$ cat src/inc/uft_pkg.sv
// Purpose: Shared constants and types for the frame-format transmitter.
// Assumes: APB data is 32 bits; each register is one aligned word.
// Notes: Ctrl bit positions match the packed cfg struct, most significant bit first.
package uft_pkg;

    // Register byte addresses.
    localparam logic [7:0] UFT_DATA_OFS = 8'h00;
    localparam logic [7:0] UFT_CTRL_OFS = 8'h04;
    localparam logic [7:0] UFT_STAT_OFS = 8'h08;
    localparam logic [7:0] UFT_BAUD_OFS = 8'h0C;

    // Status field positions.
    localparam int UFT_STAT_EMPTY = 0;
    localparam int UFT_STAT_DONE = 1;
    localparam int UFT_STAT_BUSY = 2;

    // Widths and reset values.
    localparam int UFT_CTRL_W = 12;
    localparam int UFT_BAUD_W = 12;
    localparam logic [11:0] UFT_CTRL_RST = 12'h000;
    localparam logic [11:0] UFT_BAUD_RST = 12'h000;

    // Baud ticks per bit for each clocking mode.
    localparam logic [4:0] UFT_OVS_NORM = 5'h10;
    localparam logic [4:0] UFT_OVS_DBL = 5'h08;
    localparam logic [4:0] UFT_OVS_SYNC = 5'h02;

    // Character size code for nine-bit characters, parity mode codes.
    localparam logic [2:0] UFT_CSZ_NINE = 3'h7;
    localparam logic [3:0] UFT_BITS_BASE = 4'h5;
    localparam logic [3:0] UFT_BITS_EIGHT = 4'h8;
    localparam logic [3:0] UFT_BITS_NINE = 4'h9;
    localparam logic [1:0] UFT_PM_ODD = 2'h3;

    // Control register layout; the first field is the most significant bit.
    typedef struct packed {
        logic clk_master;
        logic double_speed_sel;
        logic clock_polarity_sel;
        logic sync_mode;
        logic stop_bits_sel;
        logic [1:0] parity_mode_sel;
        logic [2:0] char_size_sel;
        logic tx_ninth_bit;
        logic tx_enable_bit;
    } uft_cfg_t;

    typedef enum logic [5:0] {
        UFT_IDLE = 6'b000001,
        UFT_START = 6'b000010,
        UFT_DATA = 6'b000100,
        UFT_PAR = 6'b001000,
        UFT_STOP1 = 6'b010000,
        UFT_STOP2 = 6'b100000
    } uft_state_t;

endpackage : uft_pkg

$ cat src/hw/uft_tx.sv
// Purpose: Frame-format transmitter with one transmit buffer, APB registers.
// Assumes: Pin inputs are asynchronous; gpio drive comes from pclk logic.
// Notes: Changing the frame format mid-frame corrupts that frame.
module uft_tx
    import uft_pkg::*;
(
    input wire logic pclk,
    input wire logic presetn,
    input wire logic psel,
    input wire logic penable,
    input wire logic pwrite,
    input wire logic [7:0] paddr,
    input wire logic [31:0] pwdata,
    output logic [31:0] prdata,
    output logic pready,
    output logic pslverr,
    input wire logic gpio_out_i,
    input wire logic gpio_oe_n_i,
    output logic serial_out_o,
    output logic serial_out_oe_n,
    input wire logic xck_i,
    output logic xck_o,
    output logic xck_oe_n
);

    logic [UFT_CTRL_W-1:0] ctrl_ff;
    logic [UFT_BAUD_W-1:0] baud_ff;
    logic [8:0] buf_ff;
    logic buf_full_ff;
    logic done_ff;
    logic [8:0] shift_ff;
    logic par_ff;
    logic [3:0] left_ff;
    logic [4:0] phase_ff;
    logic txd_ff;
    logic pin_ff;
    logic pin_oe_n_ff;
    logic xck_ff;
    logic xck_oe_n_ff;
    logic xck_d_ff;
    logic [31:0] rdata_ff;
    logic err_ff;
    logic xck_s;
    logic tick;
    logic step;
    logic load;
    logic frame_end;
    logic wr_acc;
    logic wr_data;
    logic baud_restart;
    logic [4:0] ovs;
    logic [3:0] nbits;
    logic [8:0] mask;
    logic [8:0] masked;
    logic busy;
    logic active;
    logic slave_clk;
    uft_cfg_t cfg;
    uft_state_t st_ff;
    uft_state_t nxt_st;

    assign cfg = uft_cfg_t'(ctrl_ff);
    assign pready = 1'b1;
    assign pslverr = err_ff;
    assign prdata = rdata_ff;
    assign serial_out_o = pin_ff;
    assign serial_out_oe_n = pin_oe_n_ff;
    assign xck_o = xck_ff;
    assign xck_oe_n = xck_oe_n_ff;

    // The transfer clock pin is foreign to pclk and is synchronised first.
    uft_sync2 #(.W(1)) u_xck_sync (
        .pclk(pclk),
        .presetn(presetn),
        .async_i(xck_i),
        .sync_o(xck_s)
    );

    uft_baud #(.W(UFT_BAUD_W)) u_baud (
        .pclk(pclk),
        .presetn(presetn),
        .baud_divisor(baud_ff),
        .reload(baud_restart),
        .tick(tick)
    );

    // Writes take effect only in the access phase; the slave never waits.
    assign wr_acc = psel && penable && pwrite;
    // Data writes are dropped while disabled so nothing sits unsent.
    assign wr_data = wr_acc && paddr == UFT_DATA_OFS && cfg.tx_enable_bit;
    // An async frame from idle restarts the divider, or its start bit could run short.
    // The term avoids load itself, which would loop back through tick and step.
    assign baud_restart = (wr_acc && paddr == UFT_BAUD_OFS) ||
                          (buf_full_ff && st_ff == UFT_IDLE && !cfg.sync_mode);
    assign slave_clk = cfg.sync_mode && !cfg.clk_master;

    // Data bit count from the size code; reserved codes act as eight bits.
    always_comb
    begin
        if (cfg.char_size_sel == UFT_CSZ_NINE)
            nbits = UFT_BITS_NINE;
        else if (cfg.char_size_sel[2])
            nbits = UFT_BITS_EIGHT;
        else
            nbits = UFT_BITS_BASE + {2'b00, cfg.char_size_sel[1:0]};
        mask = 9'h1FF >> (4'h9 - nbits);
        masked = buf_ff & mask;
    end

    // Ticks per bit by mode; double speed has no meaning in sync mode.
    always_comb
    begin
        if (cfg.sync_mode)
            ovs = UFT_OVS_SYNC;
        else if (cfg.double_speed_sel)
            ovs = UFT_OVS_DBL;
        else
            ovs = UFT_OVS_NORM;
    end

    // Bit boundary: last tick of a bit, or the change edge of an external clock.
    always_comb
    begin
        if (slave_clk)
            step = (xck_s != xck_d_ff) && (xck_s != cfg.clock_polarity_sel);
        else
            step = tick && (phase_ff == ovs - 5'h01);
    end

    assign busy = (st_ff != UFT_IDLE);
    assign frame_end = step && ((st_ff == UFT_STOP1 && !cfg.stop_bits_sel) ||
                                st_ff == UFT_STOP2);
    // Async frames may start any cycle; sync frames wait for a change edge.
    assign load = buf_full_ff && ((st_ff == UFT_IDLE && (step || !cfg.sync_mode)) ||
                                  frame_end);
    // Disable only bites once the shifter and buffer are both empty.
    assign active = cfg.tx_enable_bit || busy || buf_full_ff;

    // Remember the last synced clock level for edge detection.
    always_ff @(posedge pclk or negedge presetn)
    begin
        if (!presetn)
            xck_d_ff <= 1'b0;
        else
            xck_d_ff <= xck_s;
    end

    // Phase count within a bit restarts with each async frame start.
    always_ff @(posedge pclk or negedge presetn)
    begin
        if (!presetn)
            phase_ff <= 5'h00;
        else if (load && !cfg.sync_mode)
            phase_ff <= 5'h00;
        else if (step)
            phase_ff <= 5'h00;
        else if (tick)
            phase_ff <= phase_ff + 5'h01;
    end

    // Master clock leaves its idle level at the change edge, returns mid-bit.
    always_ff @(posedge pclk or negedge presetn)
    begin
        if (!presetn)
            xck_ff <= 1'b0;
        else if (!(cfg.sync_mode && cfg.clk_master))
            xck_ff <= cfg.clock_polarity_sel;
        else if (step)
            xck_ff <= !cfg.clock_polarity_sel;
        else if (tick)
            xck_ff <= cfg.clock_polarity_sel;
    end

    // Control and divisor registers; the control write may also clear nothing else.
    always_ff @(posedge pclk or negedge presetn)
    begin
        if (!presetn)
        begin
            ctrl_ff <= UFT_CTRL_RST;
            baud_ff <= UFT_BAUD_RST;
        end
        else if (wr_acc && paddr == UFT_CTRL_OFS)
            ctrl_ff <= pwdata[UFT_CTRL_W-1:0];
        else if (wr_acc && paddr == UFT_BAUD_OFS)
            baud_ff <= pwdata[UFT_BAUD_W-1:0];
    end

    // Transmit buffer: the ninth bit is captured from control at the data write.
    always_ff @(posedge pclk or negedge presetn)
    begin
        if (!presetn)
        begin
            buf_ff <= 9'h000;
            buf_full_ff <= 1'b0;
        end
        else
        begin
            if (wr_data)
                buf_ff <= {cfg.tx_ninth_bit, pwdata[7:0]};
            // A write in the load cycle refills the buffer; the write wins.
            if (wr_data)
                buf_full_ff <= 1'b1;
            else if (load)
                buf_full_ff <= 1'b0;
        end
    end

    // Done flag: the frame-end set wins over a same-cycle write-one clear.
    always_ff @(posedge pclk or negedge presetn)
    begin
        if (!presetn)
            done_ff <= 1'b0;
        else if (frame_end && !buf_full_ff)
            done_ff <= 1'b1;
        else if (wr_acc && paddr == UFT_STAT_OFS && pwdata[UFT_STAT_DONE])
            done_ff <= 1'b0;
    end

    // Frame sequencing; every state except idle in async mode advances only on a bit boundary.
    always_comb
    begin
        nxt_st = st_ff;
        case (st_ff)
            UFT_IDLE:
                if (load)
                    nxt_st = UFT_START;
            UFT_START:
                if (step)
                    nxt_st = UFT_DATA;
            UFT_DATA:
                if (step && left_ff == 4'h1)
                    nxt_st = cfg.parity_mode_sel[1] ? UFT_PAR : UFT_STOP1;
            UFT_PAR:
                if (step)
                    nxt_st = UFT_STOP1;
            UFT_STOP1:
                if (load)
                    nxt_st = UFT_START;
                else if (frame_end)
                    nxt_st = UFT_IDLE;
                else if (step)
                    nxt_st = UFT_STOP2;
            UFT_STOP2:
                if (load)
                    nxt_st = UFT_START;
                else if (step)
                    nxt_st = UFT_IDLE;
            default:
                nxt_st = UFT_IDLE;
        endcase
    end

    always_ff @(posedge pclk or negedge presetn)
    begin
        if (!presetn)
            st_ff <= UFT_IDLE;
        else
            st_ff <= nxt_st;
    end

    // Shifter: parity is fixed at load from the masked character.
    always_ff @(posedge pclk or negedge presetn)
    begin
        if (!presetn)
        begin
            shift_ff <= 9'h000;
            par_ff <= 1'b0;
            left_ff <= 4'h0;
        end
        else if (load)
        begin
            shift_ff <= masked;
            par_ff <= (^masked) ^ (cfg.parity_mode_sel == UFT_PM_ODD);
            left_ff <= nbits;
        end
        else if (step && st_ff == UFT_DATA)
        begin
            shift_ff <= shift_ff >> 1;
            left_ff <= left_ff - 4'h1;
        end
    end

    // Line level per state; idle and stop bits stay high.
    always_ff @(posedge pclk or negedge presetn)
    begin
        if (!presetn)
            txd_ff <= 1'b1;
        else
        begin
            case (nxt_st)
                UFT_START:
                    txd_ff <= 1'b0;
                UFT_DATA:
                    txd_ff <= (st_ff == UFT_DATA && step) ? shift_ff[1] : shift_ff[0];
                UFT_PAR:
                    txd_ff <= par_ff;
                default:
                    txd_ff <= 1'b1;
            endcase
        end
    end

    // Pin ownership: the transmitter overrides gpio while it is active.
    always_ff @(posedge pclk or negedge presetn)
    begin
        if (!presetn)
        begin
            pin_ff <= 1'b1;
            pin_oe_n_ff <= 1'b1;
            xck_oe_n_ff <= 1'b1;
        end
        else
        begin
            pin_ff <= active ? txd_ff : gpio_out_i;
            pin_oe_n_ff <= active ? 1'b0 : gpio_oe_n_i;
            xck_oe_n_ff <= !(active && cfg.sync_mode && cfg.clk_master);
        end
    end

    // Read data and error are latched in the setup cycle, valid in access.
    always_ff @(posedge pclk or negedge presetn)
    begin
        if (!presetn)
        begin
            rdata_ff <= 32'h00000000;
            err_ff <= 1'b0;
        end
        else if (psel && !penable)
        begin
            rdata_ff <= 32'h00000000;
            err_ff <= 1'b0;
            case (paddr)
                UFT_DATA_OFS:
                    rdata_ff[8:0] <= buf_ff;
                UFT_CTRL_OFS:
                    rdata_ff[UFT_CTRL_W-1:0] <= ctrl_ff;
                UFT_STAT_OFS:
                begin
                    rdata_ff[UFT_STAT_EMPTY] <= !buf_full_ff;
                    rdata_ff[UFT_STAT_DONE] <= done_ff;
                    rdata_ff[UFT_STAT_BUSY] <= busy;
                end
                UFT_BAUD_OFS:
                    rdata_ff[UFT_BAUD_W-1:0] <= baud_ff;
                default:
                    err_ff <= 1'b1;
            endcase
        end
    end
endmodule : uft_tx

$ cat src/hw/uft_sync2.sv
// Purpose: Two-flop synchroniser for a level arriving from a pin.
// Assumes: The input is asynchronous to pclk.
// Notes: Only the second flop may be read by other logic.
module uft_sync2
    import uft_pkg::*;
#(
    parameter int W = 1
)
(
    input wire logic pclk,
    input wire logic presetn,
    input wire logic [W-1:0] async_i,
    output logic [W-1:0] sync_o
);

    logic [W-1:0] meta_ff;
    logic [W-1:0] sync_ff;

    // The first stage settles metastability; nothing else looks at it.
    always_ff @(posedge pclk or negedge presetn)
    begin
        if (!presetn)
        begin
            meta_ff <= '0;
            sync_ff <= '0;
        end
        else
        begin
            meta_ff <= async_i;
            sync_ff <= meta_ff;
        end
    end

    assign sync_o = sync_ff;

endmodule : uft_sync2

$ cat src/hw/uft_baud.sv
// Purpose: Down-counting baud generator, one tick per divisor plus one clocks.
// Assumes: Reload pulses when software writes the divisor or an async frame starts from idle.
// Notes: A write restarts the count; uft_tx registers the divisor in that same cycle, so the old rate runs one more period.
module uft_baud
    import uft_pkg::*;
#(
    parameter int W = UFT_BAUD_W
)
(
    input wire logic pclk,
    input wire logic presetn,
    input wire logic [W-1:0] baud_divisor,
    input wire logic reload,
    output logic tick
);

    logic [W-1:0] cnt_ff;

    // Reload on zero, on a divisor write or on an async frame start from idle; the tick marks the zero count.
    always_ff @(posedge pclk or negedge presetn)
    begin
        if (!presetn)
            cnt_ff <= '0;
        else if (reload || cnt_ff == '0)
            cnt_ff <= baud_divisor;
        else
            cnt_ff <= cnt_ff - 1'b1;
    end

    assign tick = (cnt_ff == '0) && !reload;

endmodule : uft_baud

$ cat config.mk
export PLATFORM = sky130hd
export DESIGN_NAME = uft_tx
export DESIGN_NICKNAME = d
export VERILOG_FILES = /design/src/inc/uft_pkg.sv /design/src/hw/uft_tx.sv /design/src/hw/uft_sync2.sv /design/src/hw/uft_baud.sv
export SDC_FILE = /design/constraint.sdc
export NUM_CORES = 1
export LEC_CHECK = 0
export ABC_AREA = 1
export BUFFER_PORTS_ARGS = -buffer_cell sky130_fd_sc_hd__buf_2
export CAP_MARGIN = 10
export CORE_AREA = 2 2 109 111
export CTS_CLUSTER_SIZE = 16
export DETAILED_ROUTE_END_ITERATION = 10
export DIE_AREA = 0 0 111 113
export PLACE_DENSITY_LB_ADDON = 0.12
export RECOVER_POWER = 100
export SYNTH_ARGS = -nofsm -noshare
export SYNTH_HDL_FRONTEND = slang
export SYNTH_SLANG_ARGS = --single-unit
$ cat constraint.sdc
create_clock -name pclk -period 4.74 [get_ports pclk]
set_input_delay 0.237 -clock pclk [delete_from_list [all_inputs] [get_ports pclk]]
set_output_delay 0.237 -clock pclk [all_outputs]
set_load 0.01 [all_outputs]
## Word level (Yosys, flattened, before mapping)

Index checks and enable logic that the tools add are counted.

- Muxes and demuxes: 39
- Add/sub/neg operators: 6
- Shifts and indexed selects: 1
- Bitwise gates (word level): 3
- Eq/ne operators: 20
- Reduce and logical (&&, ||, !) cells: 50

Operators with widths:

| kind | count |
|---|---|
| 6-bit 2-to-1 mux | 9 |
| 6-bit case mux with 6 select lines | 1 |
| 5-bit 2-to-1 mux | 6 |
| 1-bit logical AND | 26 |
| 9-bit 2-to-1 mux | 2 |
| 6-bit case mux with 3 select lines | 1 |
| 8-bit by 4-bit == test with 1-bit output, second input constant | 2 |
| 4-bit 2-to-1 mux | 4 |
| 6-bit by 2-bit == test with 1-bit output, second input constant | 2 |
| 6-bit by 3-bit == test with 1-bit output, second input constant | 2 |
| 6-bit by 4-bit == test with 1-bit output, second input constant | 2 |
| 12-bit zero test | 1 |
| 1-bit 2-to-1 mux | 12 |
| 12-bit 2-to-1 mux | 1 |
| 3-bit case mux with 4 select lines | 1 |
| 12-bit by 1-bit subtractor with 12-bit output, second input constant | 1 |
| 9-bit bitwise AND | 1 |
| 9-bit XOR reduction | 1 |
| 9-bit by 4-bit >> shifter with 9-bit output, first input constant | 1 |
| 8-bit by 3-bit == test with 1-bit output, second input constant | 1 |
| 1-bit zero test | 8 |
| 8-bit zero test | 1 |
| 1-bit logical OR | 7 |
| 6-bit by 1-bit == test with 1-bit output, second input constant | 1 |
| other kinds (22) | 25 |

- Output and inout bits: 38
- Input port bits: 48
- Register bits after elaboration: 93
- Word-level logic and storage cells: 140

## Longest topological paths before layout

- Depth in word-level cells: 16
- Gate-level depth with buffers: 19
- Depth with buffers taken out: 19

## Modules after synthesis

From an unflattened synthesis, not the netlist that was laid out.

- Cell total of the unflattened synthesis: 670
- Area, all modules: 5171.2 um^2

Modules (own cells, without submodules):

| module | cells an instance | instances | area each (um^2) | sequential area each (um^2) |
|---|---|---|---|---|
| uft_tx | 554 | 1 | 4324.1 | 1983.2 |
| uft_baud | 114 | 1 | 797.0 | 300.3 |
| uft_sync2 | 2 | 1 | 50.0 | 50.0 |

## Worst setup path after synthesis

Ideal clock, no wire load.

- Kind: register to register
- Start point: register ctrl_ff[2] (netlist: cfg[2])
- End point: register par_ff
- Required time: 4623 ps
- Clock period less this slack: 2069 ps
- Slack: 2671 ps
- Library setup time: 117 ps
- Arrival time: 1952 ps
- Path buffers: 0
- Cell stages (with the launch flop): 17
- Path through: dfrtp_1 ha_1 nand2_1 ha_1 inv_1 nand2_1 nand2_1 nor2_1 nand3_1 nand3_1 nand2_1 nor2_1 inv_1 nand2_1 nand2_1 nand3_1 nand2_1

- Longest elaborated chain between the ends: 8
- Elaborated cells on any way between the ends: 9
- Those cells by class: 2 x add/sub; 1 x eq/ne; 1 x shift; 2 x mux; 2 x bitwise; 1 x reduce/logical

RTL lines:

| what | RTL line | source |
|---|---|---|
| start, declared | uft_tx.sv:26 | `logic [UFT_CTRL_W-1:0] ctrl_ff;` |
| start signal, assigned | uft_tx.sv:183 | `ctrl_ff <= pwdata[UFT_CTRL_W-1:0];` |
| 3-bit by 2-bit adder with 4-bit output | uft_tx.sv:105 | `nbits = UFT_BITS_BASE + {2'b00, cfg.char_size_sel[1:0]};` |
| 4-bit 2-to-1 mux | uft_tx.sv:102 | `else if (cfg.char_size_sel[2])` |
| 4-bit 2-to-1 mux * | uft_tx.sv:100 | `if (cfg.char_size_sel == UFT_CSZ_NINE)` |
| 4-bit subtractor * | uft_tx.sv:106 | `mask = 9'h1FF >> (4'h9 - nbits);` |
| 9-bit by 4-bit >> shifter with 9-bit output * | uft_tx.sv:106 |  |
| 9-bit bitwise AND * | uft_tx.sv:107 | `masked = buf_ff & mask;` |
| 9-bit XOR reduction * | uft_tx.sv:273 | `par_ff <= (^masked) ^ (cfg.parity_mode_sel == UFT_PM_ODD);` |
| 1-bit bitwise XOR * | uft_tx.sv:273 |  |
| end signal, assigned | uft_tx.sv:273 |  |
| end, declared | uft_tx.sv:32 | `logic par_ff;` |

Mark *: on every way between the ends. The rest lies on a longest branch, timed or not.
A chain may end at the register's enable or synchronous reset.

## Worst setup path in the final report

- Start point: input port paddr[4]
- End point: register shift_ff[7]

- Longest elaborated chain between the ends: 12
- Elaborated cells on any way between the ends: 15
- Those cells by class: 1 x eq/ne; 2 x mux; 12 x reduce/logical

RTL lines:

| what | RTL line | source |
|---|---|---|
| start, declared | uft_tx.sv:12 | `input wire logic [7:0] paddr,` |
| 8-bit by 4-bit == test with 1-bit output * | uft_tx.sv:93 | `assign baud_restart = (wr_acc && paddr == UFT_BAUD_OFS) \|\|` |
| 1-bit logical AND * | uft_tx.sv:93 |  |
| 1-bit logical OR * | uft_tx.sv:93 |  |
| 1-bit zero test * | uft_baud.sv:30 | `assign tick = (cnt_ff == '0) && !reload;` |
| 1-bit logical AND * | uft_baud.sv:30 |  |
| 1-bit logical AND * | uft_tx.sv:127 | `step = tick && (phase_ff == ovs - 5'h01);` |
| 1-bit 2-to-1 mux * | uft_tx.sv:124 | `if (slave_clk)` |
| 1-bit logical OR | uft_tx.sv:134 | `assign load = buf_full_ff && ((st_ff == UFT_IDLE && (step \|\| !cfg.sync_mode)) \|\|` |
| 1-bit logical AND | uft_tx.sv:134 |  |
| 1-bit logical OR | uft_tx.sv:134 |  |
| 1-bit logical AND | uft_tx.sv:134 |  |
| 9-bit 2-to-1 mux / 2-bit nonzero test (equally long branches) | n/a |  |
| end signal, assigned | uft_tx.sv:272 | `shift_ff <= masked;` |
| end signal, assigned | uft_tx.sv:278 | `shift_ff <= shift_ff >> 1;` |
| end, declared | uft_tx.sv:31 | `logic [8:0] shift_ff;` |

Marks and branches as above.

==> impl_metrics.csv <==
group,metric,value,unit
run_status,status,"finished with violations",
run_status,violations,"max-capacitance violations, max-slew violations",
power_and_ir_drop,pwr-share-seq,47.9,%
clock_network,cts_tree,"done",
placed_design,port_buffers,44,
power_and_ir_drop,power.internal,1.38,mW
min_path,min_to,"serial_out_oe_n$_DFF_PN1_",
die,num_rows,39,
yosys,async_flop_share,100,%
clock_network,htreeDepth,3,
clock_network,clkTransAtPathRegs,0.06,ns
worst_setup_path,r2r-start,"u_baud.cnt_ff[0]$_DFF_PN0_",
cells_and_area,areaGrowthSynthToFinish,9.78,%
cells_and_area,drive_gt1_share,9.42,%
timing,max_slew_margin,-15.3,%
die,die_h,113,um
timing,setup_tns,0,ns
yosys,yosys_warnings,0,
yosys,yosys.area.top_type,"dfrtp_1",
die,die_w,111,um
route,drt_iter0_drc,217,
route,routedWlPerCell,14.0,um
global_route,antenna_found_initial,0,
clock_network,cts_made_buffers,9,
power_and_ir_drop,pwr-share-clk,34.7,%
power_and_ir_drop,p_leak,2.79,nW
yosys,netlist_top_cells_count,"nand2_1, dfrtp_1, inv_1",
route,wl,11800,um
timing,max_freq,0.334,GHz
global_route,track_usage,20.2,%
worst_setup_path,reg2reg_slack,1.85,ns
clock_network,post_cts_resized,0,
timing,finClkSkew,0.00897,ns
power_and_ir_drop,power_switching,600,uW
die,core_area,11300,um^2
route,ant_nets,0,
power_and_ir_drop,vdd_ir_drop_max,0.327,mV
worst_setup_path,cp-start-kind,"input pin",
clock_network,cts.root.buffer_cell,"clkbuf_16",
yosys,ys_ff_latch,93,
die,ios,86,
global_route,grt_pass1_wl,20100,um
cells_and_area,num-nets-final,753,
timing,rsz0062_at_grt,"no",
placed_design,placed_area,5270,um^2
clock_network,cts_buffer_depth,2,
yosys,synthTopCellsByArea,"dfrtp_1, nand2_1, o21ai_0",
global_route,grt_pass1_vias,4170,
yosys,ys_types,40,
route,dr.pass1.iters,5,
clock_network,postCtsHoldBufs,2,
worst_setup_path,endpoint_kind,"flop",
yosys,avgSynthCellArea,7.68,um^2
timing,setup_violations,0,
global_route,grt_max_degree,63,
worst_setup_path,timing.setup.critical_path_class,"input pin to flop",
die,start_util,44.5,%
clock_network,post_cts.repair.setup_buffers,0,
route,vias_per_cell,5.00,
cells_and_area,fin_area,5500,um^2
worst_setup_path,r2r-end,"shift_ff[7]$_DFFE_PN0P_",
yosys,netlist_area,5010,um^2
cells_and_area,antennaDiodeCount,0,
job,drv_cap,1,
min_path,min_from,"gpio_oe_n_i",
min_path,worstHoldPathCells,3,
worst_setup_path,cp.required,4.98,ns
clock_network,clk_latency,0.36,ns
power_and_ir_drop,switching_share,30.4,%
yosys,synth-main-ff-cell,"dfrtp_1",
worst_setup_path,crit_fanout,26,
yosys,synth_top_area_share,43.9,%
yosys,yosysSeqAreaShare,46.5,%
timing,period_minus_slack,2.99,ns
timing,finalCritPeriodShare,63.2,%
route,via_count,4219,
die,die_area,12500,um^2
power_and_ir_drop,p_comb_share,17.4,%
timing,maxSlewViolCount,33,
global_route,grt_overflow_total,0,
yosys,synth.most_common_cell,"nand2_1",
timing,worst_slew_pin_slew,1.73,ns
min_path,hp-class,"input pin to flop",
yosys,netlist_instances,653,
placed_design,dp_hpwl,8800,um
timing,hold_viol,0,
clock_network,cts.sinks,93,
placed_design,gp_congestion,0.842,
worst_setup_path,arrival,3.23,ns
power_and_ir_drop,power_density,359,nW/um^2
route,drcViolationCount,0,
yosys,synth_edf_count,0,
worst_setup_path,ff2ff_path_depth,14,
per-layer routing:
metal | up-vias | GRT usage (%) | wire length, um
li1 | 2136 | - | -
met1 | 1984 | 26.4 | 5580
met2 | 82 | 33.0 | 5470
met3 | 17 | 5.41 | 525
met4 | 0 | 6.17 | 205
met5 | - | 0 | 0
stage by stage:
| step | total power [mW] | setup slack [ns] | instances | util (%) | hold slack, ns |
|---|---|---|---|---|---|
| after CTS | 2.00 | 2.28 | 844 | 49.4 | 0.0454 |
| after global routing | 2.09 | 1.30 | 844 | 48.8 | 0.0605 |
| after detailed placement | 1.31 | 1.97 | 826 | 46.7 | 0.202 |
| after global placement | 1.29 | 2.02 | 826 | 46.7 | 0.198 |
| after floorplan | 1.21 | 2.67 | 672 | - | -0.0586 |
| final | 1.98 | 1.75 | 844 | 48.8 | 0.0523 |
cell families after synthesis:
| logic type | count (synthesis) | share of synthesized area, % |
|---|---|---|
| and+or+nand+nor | 316 | 27.2 |
| buffers and inverters | 120 | 11.0 |
| AOI/OAI and AO/OA | 101 | 10.7 |
| DFF | 93 | 46.5 |
| xor gates and xnor gates | 11 | 1.92 |
| adders and majority gates | 9 | 2.25 |
| other | 2 | 0.150 |
| muxes | 1 | 0.225 |
worst max-delay path, cell delays in order:
cell and delay (ns):
buf_2 0.09, inv_1 0.04, nand2_1 0.04, nor2_1 0.32, nand3_1 0.58, nand3_1 0.42
nand2_1 0.22, nand2_1 0.32, nand2_1 0.17, nand3_4 0.29, inv_1 0.26, nand3_1 0.15
nand3_1 0.08
worst max-delay path by stage:
stage / to / depth (start not counted) / startpoint
2_1_floorplan: par_ff$_DFFE_PN0P_ / 16 / cfg[2]$_DFFE_PN0P_
3_3_place_gp: shift_ff[7]$_DFFE_PN0P_ / 12 / psel
3_5_place_dp: shift_ff[7]$_DFFE_PN0P_ / 13 / paddr[4]
4_1_cts: shift_ff[7]$_DFFE_PN0P_ / 14 / u_baud.cnt_ff[0]$_DFF_PN0_
5_1_grt: shift_ff[6]$_DFFE_PN0P_ / 13 / paddr[5]
6_report: shift_ff[7]$_DFFE_PN0P_ / 13 / paddr[4]
registers in the layout (all words and copies together) (netlist names):
name                flops
baud_ff                12
pslverr                 1
st_ff                   6
u_baud.cnt_ff          12
serial_out_o            1
xck_d_ff                1
xck_oe_n                1
txd_ff                  1
done_ff                 1
phase_ff                5
shift_ff                9
cfg                    12
serial_out_oe_n         1
prdata                 12
buf_full_ff             1
xck_o                   1
par_ff                  1
u_xck_sync.meta_ff      1
u_xck_sync.sync_o       1
buf_ff                  9
left_ff                 4
layout make-up:
class | instances | area, um^2
Tap cell | 143 | 179
Multi-Input combinational cell | 459 | 2170
Fill cell | 1160 | 5770
Clock inverter | 6 | 38.8
Clock buffer | 10 | 239
Inverter | 86 | 323
Timing Repair Buffer | 47 | 225
Sequential cell | 93 | 2330
layout by cell type, fill, tap and decap left out, types with 10 or more instances in the layout:
master    count
inv_1        72
dfrtp_1      88
nand4_1      12
o21ai_0      64
xor2_1       10
inv_2        12
nand3_1      56
nor2_1       49
a21oi_1      20
conb_1       21
clkbuf_1     18
buf_2        26
nand2_1     184
power by group through the flow:
stage	registers (mW)	clock network [mW]	logic (mW)
5_1_grt	0.958	0.738	0.396
3_5_place_dp	0.960	0	0.349
3_3_place_gp	0.958	0	0.336
4_1_cts	0.946	0.704	0.352
6_report	0.947	0.685	0.343
2_1_floorplan	0.956	0	0.256
Power figures use the tool's default switching activity.
